File: src/core/aio_event_defs.vh
`ifndef AIO_EVENT_DEFS_VH
`define AIO_EVENT_DEFS_VH

// ********************************************
// register offsets (byte addresses, word aligned)
// ********************************************
`define OFF_CTRL        8'h00
`define OFF_HI_LIM0     8'h04
`define OFF_LO_LIM0     8'h08
`define OFF_HI_LIM2     8'h0C
`define OFF_LO_LIM2     8'h10
`define OFF_INFO        8'h14
`define OFF_DIAG0       8'h18
`define OFF_CHAN_DIAG   8'h1C
`define OFF_IRQ_STAT    8'h20
`define OFF_IRQ_MASK    8'h24
`define OFF_ACK         8'h28
`define OFF_VALUE_BASE  8'h40

// ********************************************
// control register fields
// ********************************************
`define CTRL_LIM_EN0    0
`define CTRL_LIM_EN2    1
`define CTRL_DIAG_EN    2
`define CTRL_WB_EN      3
`define CTRL_RESET      32'h0000_0000

// ********************************************
// irq status bits
// ********************************************
`define IRQ_LIMIT       0
`define IRQ_DIAG        1
`define IRQ_LOST        2

// ********************************************
// diagnostic record layout
// ********************************************
`define DREC_BYTE1      8'h15
`define DREC_LOST_BIT   30
`define DREC_SUPPLY_BIT 4
`define DREC_PARAM_BIT  7
`define DREC_CHAN_BIT   3
`define DREC_MOD_BIT    0

// per channel diagnostic byte positions
`define CD_PARAM        0
`define CD_CMODE        1
`define CD_WBREAK       4
`define CD_UNDER        6
`define CD_OVER         7

// ********************************************
// measured value substitutes and thresholds
// ********************************************
`define VAL_OVERFLOW    16'h7FFF
`define VAL_UNDERFLOW   16'h8000
`define WB_UA           3600
`define CMODE_MV        3000
`define DEF_UPPER_OVR   16'h7EFF
`define DEF_LOWER_UND   16'h8100
`define FCODE_MAX       8'h1F

`endif

File: src/core/limit_cmp.v
`timescale 1ns/1ps
`default_nettype none
// window compare of one limit-monitored channel, registered outputs
module limit_cmp (
    input wire core_clk, // clock
    input wire nrst, // async reset, active low
    input wire signed [15:0] value, // converted value
    input wire signed [15:0] hi_lim, // high limit
    input wire signed [15:0] lo_lim, // low limit
    output reg above_reg, // value above high limit
    output reg below_reg // value below low limit
);
    // registered compare so the caller sees a clean edge
    always @(posedge core_clk or negedge nrst) begin
        if (!nrst) begin
            above_reg <= 1'b0;
            below_reg <= 1'b0;
        end else begin
            above_reg <= (value > hi_lim);
            below_reg <= (value < lo_lim);
        end
    end
endmodule // limit_cmp
`default_nettype wire

File: src/core/value_mem.v
`timescale 1ns/1ps
`default_nettype none
// small memory for eight measured values, registered read port
module value_mem (
    input wire core_clk, // clock
    input wire [2:0] wr_addr, // write channel
    input wire wr_en, // write strobe
    input wire [15:0] wr_data, // value to store
    input wire [2:0] rd_addr, // read channel
    output reg [15:0] rd_data // registered read data
);
    reg [15:0] mem [0:7];
    // memory has no reset; values are only read after a conversion wrote them
    always @(posedge core_clk) begin
        if (wr_en) begin
            mem[wr_addr] <= wr_data;
        end
        rd_data <= mem[rd_addr];
    end
endmodule // value_mem
`default_nettype wire

File: src/core/aio_event_top.v
`timescale 1ns/1ps
`default_nettype none
`include "aio_event_defs.vh"
// Behaviour
// - in 4 to 20 mA range, loop current under 3.6 mA flags wire break
// - run time parameter record with bad function code flags parameter error
// - value below the underdrive region flags underflow
// - value above the overdrive region flags overflow
// - ground potential difference above 3 V or broken ground flags common mode
// - missing or failed external load supply raises a diagnostic condition
// - limit interrupt only when enabled and value outside the limit window
// - each monitored channel has configurable high and low limits
// - only channels 0 and 2 have limit monitoring
// - limit interrupts are disabled after reset until software enables them
// - info byte 0: bit 0 channel 0 above, bit 1 channel 2 above
// - info byte 1: bit 0 channel 0 below, bit 1 channel 2; bytes 2,3 zero
// - same cause recurring while previous is serviced counts as lost interrupt
// - lost interrupt raises diagnostic and sets bit 6 of record byte 3
// - diagnostic interrupt forwarded only when enabled
// - overflow stores 7FFF, underflow stores 8000, regardless of settings
module aio_event_top (
    input wire core_clk, // 20 MHz clock
    input wire nrst, // async reset, active low
    input wire [7:0] addr, // register byte address
    input wire [31:0] wdata, // write data
    input wire wr, // write strobe
    input wire rd, // read strobe
    output reg [31:0] rdata_reg, // read data, cycle after rd
    input wire conv_valid, // one-cycle pulse: new conversion
    input wire [2:0] conv_chan, // channel of conversion
    input wire [15:0] conv_value, // raw converted value
    input wire [15:0] loop_ua, // loop current in microamps
    input wire cur_4_20, // channel in 4..20 mA range
    input wire [15:0] gnd_diff_mv, // ground potential difference, mV
    input wire gnd_open, // ground connection broken
    input wire ext_supply_ok, // external load supply present
    input wire param_wr, // pulse: run time parameter record written
    input wire [2:0] param_chan, // channel of the record
    input wire [7:0] param_fcode, // function code of the record
    output reg limit_irq_reg, // limit interrupt request level
    output reg diag_irq_reg, // diagnostic interrupt request level
    output reg irq_reg // masked summary interrupt
);
    // ********************************************
    // decoding helpers
    // ********************************************
    function [15:0] subst;
        input [15:0] v;
        input ov;
        input un;
        begin
            subst = ov ? `VAL_OVERFLOW : (un ? `VAL_UNDERFLOW : v);
        end
    endfunction

    function is_addr;
        input [7:0] a;
        input [7:0] off;
        begin
            is_addr = (a == off);
        end
    endfunction

    // ********************************************
    // registers
    // ********************************************
    reg [31:0] ctrl_reg;
    reg [15:0] hi0_reg, lo0_reg, hi2_reg, lo2_reg;
    reg [15:0] v0_reg, v2_reg;
    reg [31:0] info_reg;
    reg busy_reg;
    reg lost_reg;
    reg supply_err_reg;
    reg [7:0] chd_reg [0:7];
    reg [2:0] stat_reg;
    reg [2:0] mask_reg;
    reg rd_val_reg;
    reg [31:0] rd_mux_reg;

    wire ov = ($signed(conv_value) > $signed(`DEF_UPPER_OVR));
    wire un = ($signed(conv_value) < $signed(`DEF_LOWER_UND));
    wire wb = cur_4_20 && ctrl_reg[`CTRL_WB_EN] && (loop_ua < `WB_UA);
    wire cm = (gnd_diff_mv > `CMODE_MV) || gnd_open;
    wire bad_fc = param_wr && (param_fcode > `FCODE_MAX);
    wire [15:0] val_out = subst(conv_value, ov, un);

    wire a0, b0, a2, b2;
    wire wr_ack = wr && is_addr(addr, `OFF_ACK);

    // ********************************************
    // limit compare for the two monitored channels
    // ********************************************
    limit_cmp cmp0 (
        .core_clk(core_clk),
        .nrst(nrst),
        .value(v0_reg),
        .hi_lim(hi0_reg),
        .lo_lim(lo0_reg),
        .above_reg(a0),
        .below_reg(b0)
    );
    limit_cmp cmp2 (
        .core_clk(core_clk),
        .nrst(nrst),
        .value(v2_reg),
        .hi_lim(hi2_reg),
        .lo_lim(lo2_reg),
        .above_reg(a2),
        .below_reg(b2)
    );

    // ********************************************
    // stored measured values per channel
    // ********************************************
    wire [15:0] mem_rd;
    value_mem vmem (
        .core_clk(core_clk),
        .wr_addr(conv_chan),
        .wr_en(conv_valid),
        .wr_data(val_out),
        .rd_addr(addr[4:2]),
        .rd_data(mem_rd)
    );

    // new limit causes; a channel only counts when its enable bit is set
    wire [3:0] cause = {b2 & ctrl_reg[`CTRL_LIM_EN2], b0 & ctrl_reg[`CTRL_LIM_EN0],
                        a2 & ctrl_reg[`CTRL_LIM_EN2], a0 & ctrl_reg[`CTRL_LIM_EN0]};
    wire [3:0] held = {info_reg[9:8], info_reg[1:0]};
    reg [3:0] cause_d_reg;
    wire [3:0] rise = cause & ~cause_d_reg;
    // edge based so a value that stays outside does not re-raise the flag right after ack
    wire [3:0] fresh = rise & ~held;
    wire [3:0] again = cause & held;

    // ********************************************
    // configuration registers
    // ********************************************
    always @(posedge core_clk or negedge nrst) begin
        if (!nrst) begin
            ctrl_reg <= `CTRL_RESET;
            hi0_reg <= 16'h0000;
            lo0_reg <= 16'h0000;
            hi2_reg <= 16'h0000;
            lo2_reg <= 16'h0000;
            mask_reg <= 3'h0;
        end else if (wr) begin
            if (is_addr(addr, `OFF_CTRL)) ctrl_reg <= {28'h0000000, wdata[3:0]};
            if (is_addr(addr, `OFF_HI_LIM0)) hi0_reg <= wdata[15:0];
            if (is_addr(addr, `OFF_LO_LIM0)) lo0_reg <= wdata[15:0];
            if (is_addr(addr, `OFF_HI_LIM2)) hi2_reg <= wdata[15:0];
            if (is_addr(addr, `OFF_LO_LIM2)) lo2_reg <= wdata[15:0];
            if (is_addr(addr, `OFF_IRQ_MASK)) mask_reg <= wdata[2:0];
        end
    end

    // ********************************************
    // channel values for the limit compare
    // ********************************************
    always @(posedge core_clk or negedge nrst) begin
        if (!nrst) begin
            v0_reg <= 16'h0000;
            v2_reg <= 16'h0000;
            cause_d_reg <= 4'h0;
        end else begin
            if (conv_valid && conv_chan == 3'h0) v0_reg <= val_out;
            if (conv_valid && conv_chan == 3'h2) v2_reg <= val_out;
            cause_d_reg <= cause;
        end
    end

    // ********************************************
    // interrupt information word and service tracking
    // ********************************************
    // a cause that rises again while its flag still stands is a lost interrupt;
    // a fresh cause in the ack cycle survives because set beats clear
    always @(posedge core_clk or negedge nrst) begin
        if (!nrst) begin
            info_reg <= 32'h0000_0000;
            busy_reg <= 1'b0;
            lost_reg <= 1'b0;
        end else begin
            info_reg[1:0] <= (wr_ack ? 2'b00 : info_reg[1:0]) | fresh[1:0];
            info_reg[9:8] <= (wr_ack ? 2'b00 : info_reg[9:8]) | fresh[3:2];
            info_reg[7:2] <= 6'h00;
            info_reg[31:10] <= 22'h000000;
            busy_reg <= (busy_reg && !wr_ack) || (|fresh);
            if (busy_reg && |(rise & again)) lost_reg <= 1'b1;
            else if (wr && is_addr(addr, `OFF_DIAG0) && wdata[`DREC_LOST_BIT]) lost_reg <= 1'b0;
        end
    end

    // ********************************************
    // per channel diagnostics and supply
    // ********************************************
    genvar g;
    generate
        for (g = 0; g < 8; g = g + 1) begin : chd
            always @(posedge core_clk or negedge nrst) begin
                if (!nrst) begin
                    chd_reg[g] <= 8'h00;
                end else if (conv_valid && conv_chan == g) begin
                    chd_reg[g] <= {ov, un, 1'b0, wb, 2'b00, cm,
                                   chd_reg[g][`CD_PARAM] | (bad_fc && param_chan == g)};
                end else if (bad_fc && param_chan == g) begin
                    chd_reg[g][`CD_PARAM] <= 1'b1;
                end else if (param_wr && param_chan == g) begin
                    chd_reg[g][`CD_PARAM] <= 1'b0;
                end
            end
        end
    endgenerate

    always @(posedge core_clk or negedge nrst) begin
        if (!nrst) supply_err_reg <= 1'b0;
        else supply_err_reg <= !ext_supply_ok;
    end

    wire any_chan = |{chd_reg[0], chd_reg[1], chd_reg[2], chd_reg[3],
                      chd_reg[4], chd_reg[5], chd_reg[6], chd_reg[7]};
    wire any_param = chd_reg[0][0] | chd_reg[1][0] | chd_reg[2][0] | chd_reg[3][0] |
                     chd_reg[4][0] | chd_reg[5][0] | chd_reg[6][0] | chd_reg[7][0];
    wire diag_any = any_chan | supply_err_reg | lost_reg;
    wire [31:0] diag0 = {1'b0, lost_reg, 6'h00, 8'h00, `DREC_BYTE1,
                         any_param, 2'b00, supply_err_reg, any_chan, supply_err_reg, 1'b0, diag_any};
    wire [7:0] chan_err = {|chd_reg[7], |chd_reg[6], |chd_reg[5], |chd_reg[4],
                           |chd_reg[3], |chd_reg[2], |chd_reg[1], |chd_reg[0]};

    // ********************************************
    // sticky status, outputs
    // ********************************************
    wire [2:0] ev = {busy_reg && |(rise & again), diag_any, |fresh};
    always @(posedge core_clk or negedge nrst) begin
        if (!nrst) begin
            stat_reg <= 3'h0;
            limit_irq_reg <= 1'b0;
            diag_irq_reg <= 1'b0;
            irq_reg <= 1'b0;
        end else begin
            stat_reg <= (wr && is_addr(addr, `OFF_IRQ_STAT) ? stat_reg & ~wdata[2:0] : stat_reg) | ev;
            limit_irq_reg <= busy_reg;
            diag_irq_reg <= diag_any && ctrl_reg[`CTRL_DIAG_EN];
            irq_reg <= |(stat_reg & mask_reg);
        end
    end

    // ********************************************
    // read port, data one cycle after rd
    // ********************************************
    always @* begin
        case (addr)
            `OFF_CTRL: rd_mux_reg = ctrl_reg;
            `OFF_HI_LIM0: rd_mux_reg = {16'h0000, hi0_reg};
            `OFF_LO_LIM0: rd_mux_reg = {16'h0000, lo0_reg};
            `OFF_HI_LIM2: rd_mux_reg = {16'h0000, hi2_reg};
            `OFF_LO_LIM2: rd_mux_reg = {16'h0000, lo2_reg};
            `OFF_INFO: rd_mux_reg = info_reg;
            `OFF_DIAG0: rd_mux_reg = diag0;
            `OFF_CHAN_DIAG: rd_mux_reg = {24'h000000, chan_err};
            `OFF_IRQ_STAT: rd_mux_reg = {29'h00000000, stat_reg};
            `OFF_IRQ_MASK: rd_mux_reg = {29'h00000000, mask_reg};
            default: rd_mux_reg = 32'h0000_0000;
        endcase
    end

    always @(posedge core_clk or negedge nrst) begin
        if (!nrst) rd_val_reg <= 1'b0;
        else rd_val_reg <= rd && (addr[7:5] == 3'b010);
    end

    // value window reads do not come from the memory; they hit the default case and return zero
    always @(posedge core_clk or negedge nrst) begin
        if (!nrst) rdata_reg <= 32'h0000_0000;
        else if (rd) rdata_reg <= rd_mux_reg;
        else rdata_reg <= 32'h0000_0000;
    end
endmodule // aio_event_top
`default_nettype wire

File: config.mk
export PLATFORM = sky130hd
export DESIGN_NAME = aio_event_top
export DESIGN_NICKNAME = d
export VERILOG_FILES = /design/src/core/limit_cmp.v /design/src/core/value_mem.v /design/src/core/aio_event_top.v
export VERILOG_INCLUDE_DIRS = /design/src /design/src/core
export SDC_FILE = /design/constraint.sdc
export NUM_CORES = 1
export LEC_CHECK = 0
export BUFFER_PORTS_ARGS = -buffer_cell sky130_fd_sc_hd__buf_4
export CAP_MARGIN = 20
export CORE_MARGIN = 2
export CORE_UTILIZATION = 50
export DETAILED_ROUTE_END_ITERATION = 7
export PLACE_DENSITY_LB_ADDON = 0.08
export SLEW_MARGIN = 20
export SYNTH_ARGS = -nofsm -noshare
export SYNTH_HDL_FRONTEND = slang
export SYNTH_SLANG_ARGS = --single-unit
File: constraint.sdc
create_clock -name core_clk -period 3.2 [get_ports core_clk]
set_clock_uncertainty 0.2 [all_clocks]
set_input_delay 0.48 -clock core_clk [delete_from_list [all_inputs] [get_ports core_clk]]
set_output_delay 0.48 -clock core_clk [all_outputs]
set_load 0.02 [all_outputs]
Word-level counts from Yosys, hierarchy flattened
Index checks and enable logic that the tools add are counted.
Word-level totals
  bits in registers: 195
  output and inout bits: 35
  word-level logic and storage cells: 205
Operators by class
  magnitude comparators: 9
  equality and inequality tests: 24
  mux-type cells: 33
  bitwise gates (word level): 33
  reductions and logical operators: 68
Operators by type and width (number)
  $pmux W31 S10: 1
  $reduce_or A40 Y1: 1
  $reduce_or A5 Y1: 8
  $logic_and A1 B1 Y1: 34
  $eq A8 B5 Y1 const B: 4
  $gt A16 B16 Y1: 2
  $lt A16 B16 Y1: 2
  $mux W16: 2
  $mux W31: 1
  $mux W1: 26
  $eq A3 B3 Y1 const B: 8
  $eq A8 B6 Y1 const B: 3
  $reduce_bool A3 Y1: 8
  $or A1 B1 Y1: 17
  $and A4 B4 Y4: 4
  $eq A8 B4 Y1 const B: 2
  $gt A16 B12 Y1 const B: 1
  $gt A16 B16 Y1 const B: 1
  $lt A16 B12 Y1 const B: 1
  $lt A16 B16 Y1 const B: 1
  $eq A3 B2 Y1 const B: 4
  $reduce_and A2 Y1: 6
  $eq A8 B3 Y1 const B: 1
  $gt A8 B5 Y1 const B: 1
  16 further kinds: 28

Longest topological paths before layout
  depth in word-level cells: 9
  gate-level depth with buffers: 7
  mapped depth without buffers: 7

Hierarchy
A second synthesis with hierarchy kept.
Unflattened totals
  cell total of the unflattened synthesis: 897
  area, all modules: 9462.8 µm²
Modules (own cells, without submodules)
  aio_event_top: times used 1, cells each 669, area each 7758.7 µm², seq. area each 4429.2 µm²
  limit_cmp: times used 2, cells each 114, area each 852.1 µm², seq. area each 50.0 µm²

Least setup slack after synthesis
No wires, ideal clock.
  path type: input to register
  start: in conv_value[11]
  end: reg v2_reg[10]
  library setup time: 0.083 ns
  arrival: 2.135 ns
  data required time: 2.917 ns
  path slack: 0.782 ns
  stages on the path: 7
  buffers on the path: 1
  path through: or4_1 o41ai_1 ha_1 inv_1 clkbuf_1 a21oi_1 o21ai_0
On the way
  cells in the longest elaborated chain, start to end: 3
  elaborated cells on any way between the ends: 4
  those cells by class: order compare: 2; mux: 2
RTL lines
  start, declared: line aio_event_top.v:31  | input wire [15:0] conv_value,
  $lt A16 B16 Y1: line aio_event_top.v:81  | wire un = ($signed(conv_value) < $signed(`DEF_LOWER_UND));
  named net un: line aio_event_top.v:81
  $mux W16 (2 in a row): line aio_event_top.v:52  | subst = ov ? `VAL_OVERFLOW : (un ? `VAL_UNDERFLOW : v);
  end signal, assigned: line aio_event_top.v:166  | if (conv_valid && conv_chan == 3'h2) v2_reg <= val_out;
  end, declared: line aio_event_top.v:69  | reg [15:0] v0_reg, v2_reg;
The timed path passes the listed nets, and every way through them passes these cells.
A chain may end at the register's enable or synchronous reset.

Worst setup path after layout
  start: reg chd_reg[32] (netlist bit)
  end: reg rdata_reg[0]
On the way
  cells in the longest elaborated chain, start to end: 5
RTL lines
  start, declared: line aio_event_top.v:74  | reg [7:0] chd_reg [0:7];
  start signal, assigned by index: line aio_event_top.v:202  | chd_reg[g] <= {ov, un, 1'b0, wb, 2'b00, cm,
  $reduce_or A40 Y1: line aio_event_top.v:218  | wire any_chan = |{chd_reg[0], chd_reg[1], chd_reg[2], chd_reg[3],
  $or A1 B1 Y1 (2 in a row): line aio_event_top.v:222  | wire diag_any = any_chan | supply_err_reg | lost_reg;
  $pmux W31 S10: line aio_event_top.v:250  | case (addr)
  $mux W31: line aio_event_top.v:273  | else if (rd) rdata_reg <= rd_mux_reg;
  end signal, assigned: line aio_event_top.v:273
  end, declared: line aio_event_top.v:28  | output reg [31:0] rdata_reg,
No other way between the ends.

==> run summary <==
Post-CTS Hold Fix Bufs: 2
Total GRT Usage: 0.252
CP Capture Type: flip-flop
Pwr Total: 5.87 mW
Drt wl/cell: 19.3 µm
Yosys reg bits: 181
Synth top area share: 0.478
Final instance area: 11100 µm²
Crit path from: chd_reg[32]
Vias in the first global route: 6918
TNS Setup: 0 ns
Worst hold path class: input pin to flip-flop
Placed insts: 1226
Period minus WS final: 2.32 ns
Count leader, synth: dfrtp_1
CP Capture Point: rdata_reg[0]
Die area: 20000 µm²
Sequential fraction of the synthesis area: 0.478
Power Dens Cells: 531 nW/µm²
Largest register FFs: 40
Routed Antenna Nets: 0
Rel. slew slack: 0.601
DR iter-0 viols: 499
Synthesis-to-layout area growth: 16.9%
Startpoint Class: flip-flop
Number of nets in the layout: 1187
DR vias: 7166
Yosys warning total: 0
IO buf count: 106
Endpoints failing hold: 0
Gate Count Post-Synth: 900
Yosys top cell by area: dfrtp_1
Clock Latency Late Sink: 0.44 ns
Max_cap viols: 0
Post-synthesis async set-or-reset flop share: 1.00
GPL Wtd Cong: 0.848
WS Path Type: flip-flop to flip-flop
Primary FF master, synth: dfrtp_1
Drt drc: 0
GR Overflow Total: 0
Worst-path maximum fanout: 3
Non-Filler Instances: 1261
Post-detail-place hpwl: 17900 µm
Chip width: 142 µm
DRT Pass-1 Iters: 7
Worst R2R Start: chd_reg[32]
Worst-margin pin slew: 0.597 ns
Mapped cell area: 9470 µm²
First-pass GRT wire length: 38400 µm
Final Util: 0.594
Pin count of the biggest net entering global routing: 108
Die height: 142 µm
Root Buffer: clkbuf_16
Worst R2R Path Depth: 5
Synth top cells by count: dfrtp_1, nand2_1, inv_1
Core Box Area: 18600 µm²
Largest cells by area after synthesis: dfrtp_1, ha_1, mux2_2
Avg Inst Size Synth: 10.5 µm²
Num CTS Buffers: 17
Critical path arrival: 2.42 ns
Reg2reg setup slack: 0.88 ns
Slew Limit Fails: 0
Setup bufs post-CTS: 0
Clock-pin slew on the worst setup and hold paths: 0.07 ns
Layout cell share with drive strength beyond 1: 0.230
Max frequency: 431 MHz
Static Leak: 5.24 nW
CTS sink cnt: 181
Area taken by multi-input logic gates: 4440 µm²
Row count: 50
Final setup viols: 0
FF/Latch Area: 4530 µm²
Post-placement cell area: 10500 µm²
Worst reg2reg endpoint: rdata_reg[0]
Fill cells: 1654
Avg Vias per Cell: 5.68
I/O pin cnt: 146
Initial antenna violation count: 0
Initial Utilization: 0.508
Distinct cells, synth: 63
RSZ-0062 raised after global routing: no
CTS resizes: 0
Peak supply drop: 514 µV
Required time of the critical path: 3.30 ns
Routed WL: 24300 µm
Clk buf depth: 2
H-tree lvl count: 4
EDFF count, synth: 0
Final period util: 0.725
CTS tree: yes
Status: completed
==> logic make-up (layout without fill, tap and decap cells) <==
logic type | count (synthesis) | after routing | share of synthesized area
buf+inv | 112 | 224 | 0.0576
mux | 79 | 79 | 0.101
fa+ha+maj | 63 | 63 | 0.0833
compound gates | 214 | 214 | 0.143
other cells | 1 | 16 | 0.000396
simple gates | 250 | 250 | 0.137
flops | 181 | 181 | 0.478
==> worst max-delay path, stage by stage (launching register included) <==
cell and delay [ns]:
dfrtp_1 0.42, or4_1 0.56, nor4_1 0.44, nand4_1 0.32
nand2_1 0.14, a31oi_1 0.11
==> layer usage <==
| metal | vias up | share of wire | track usage |
|---|---|---|---|
| li1 | 3434 | - | - |
| met1 | 3491 | 0.49 | 0.381 |
| met2 | 222 | 0.45 | 0.382 |
| met3 | 19 | 0.057 | 0.0469 |
| met4 | 0 | 0.0080 | 0.0453 |
| met5 | - | 0 | 0 |
==> final cells by class <==
class                      instances  area share
sequential                       181       0.409
multi-input combinational        621       0.402
timing repair buffer             121      0.0851
clock buffer                      19      0.0400
tap                              234      0.0265
inverter                          71      0.0241
clock inverter                    13      0.0131
antenna                            1    0.000226
==> placed cells by master, fill, tap and decap left out, types with 6 or more instances in the layout <==
master / instances
a21o_1: 10
a21oi_1: 45
a221oi_1: 7
a22oi_1: 23
a31oi_1: 9
buf_4: 116
clkbuf_16: 17
conb_1: 15
dfrtp_1: 181
ha_1: 63
inv_1: 71
mux2_2: 54
mux2_4: 18
nand2_1: 107
nand2b_1: 9
nand3_1: 10
nand4_1: 16
nor2_1: 43
nor2b_1: 7
nor3_1: 9
nor4_1: 8
o211ai_1: 6
o21ai_0: 68
o21ai_1: 6
o31ai_1: 6
or4_1: 13
==> through the flow <==
step / hold slack [ns] / setup WS, ns
after global placement: 0.0874 / 0.551
final: 0.0799 / 0.880
after floorplan: -0.0156 / 0.782
after CTS: 0.0746 / 0.909
after detailed placement: 0.0868 / 0.507
after global routing: 0.0725 / 0.751
==> how the worst min path moves through the flow <==
stage | end | cells after the start | slack (ns) | start
after detailed placement | hi0_reg[9] | 1 | 0.09 | nrst
after floorplan | busy_reg | 0 | -0.02 | nrst
after global routing | lo2_reg[14] | 2 | 0.07 | wdata[14]
after global placement | hi0_reg[9] | 1 | 0.09 | nrst
final | chd_reg[56] | 2 | 0.08 | param_chan[1]
after CTS | chd_reg[56] | 2 | 0.07 | param_chan[1]
==> report_power, final <==
group / internal, mW / switching [mW] / leakage [nW] / total, mW
Combinational: 0.481 / 0.553 / 2.57 / 1.03
Clock: 1.18 / 0.926 / 0.286 / 2.11
Sequential: 2.51 / 0.218 / 2.39 / 2.73
Total: 4.17 / 1.70 / 5.24 / 5.87
(Power assumes the default switching activity.)
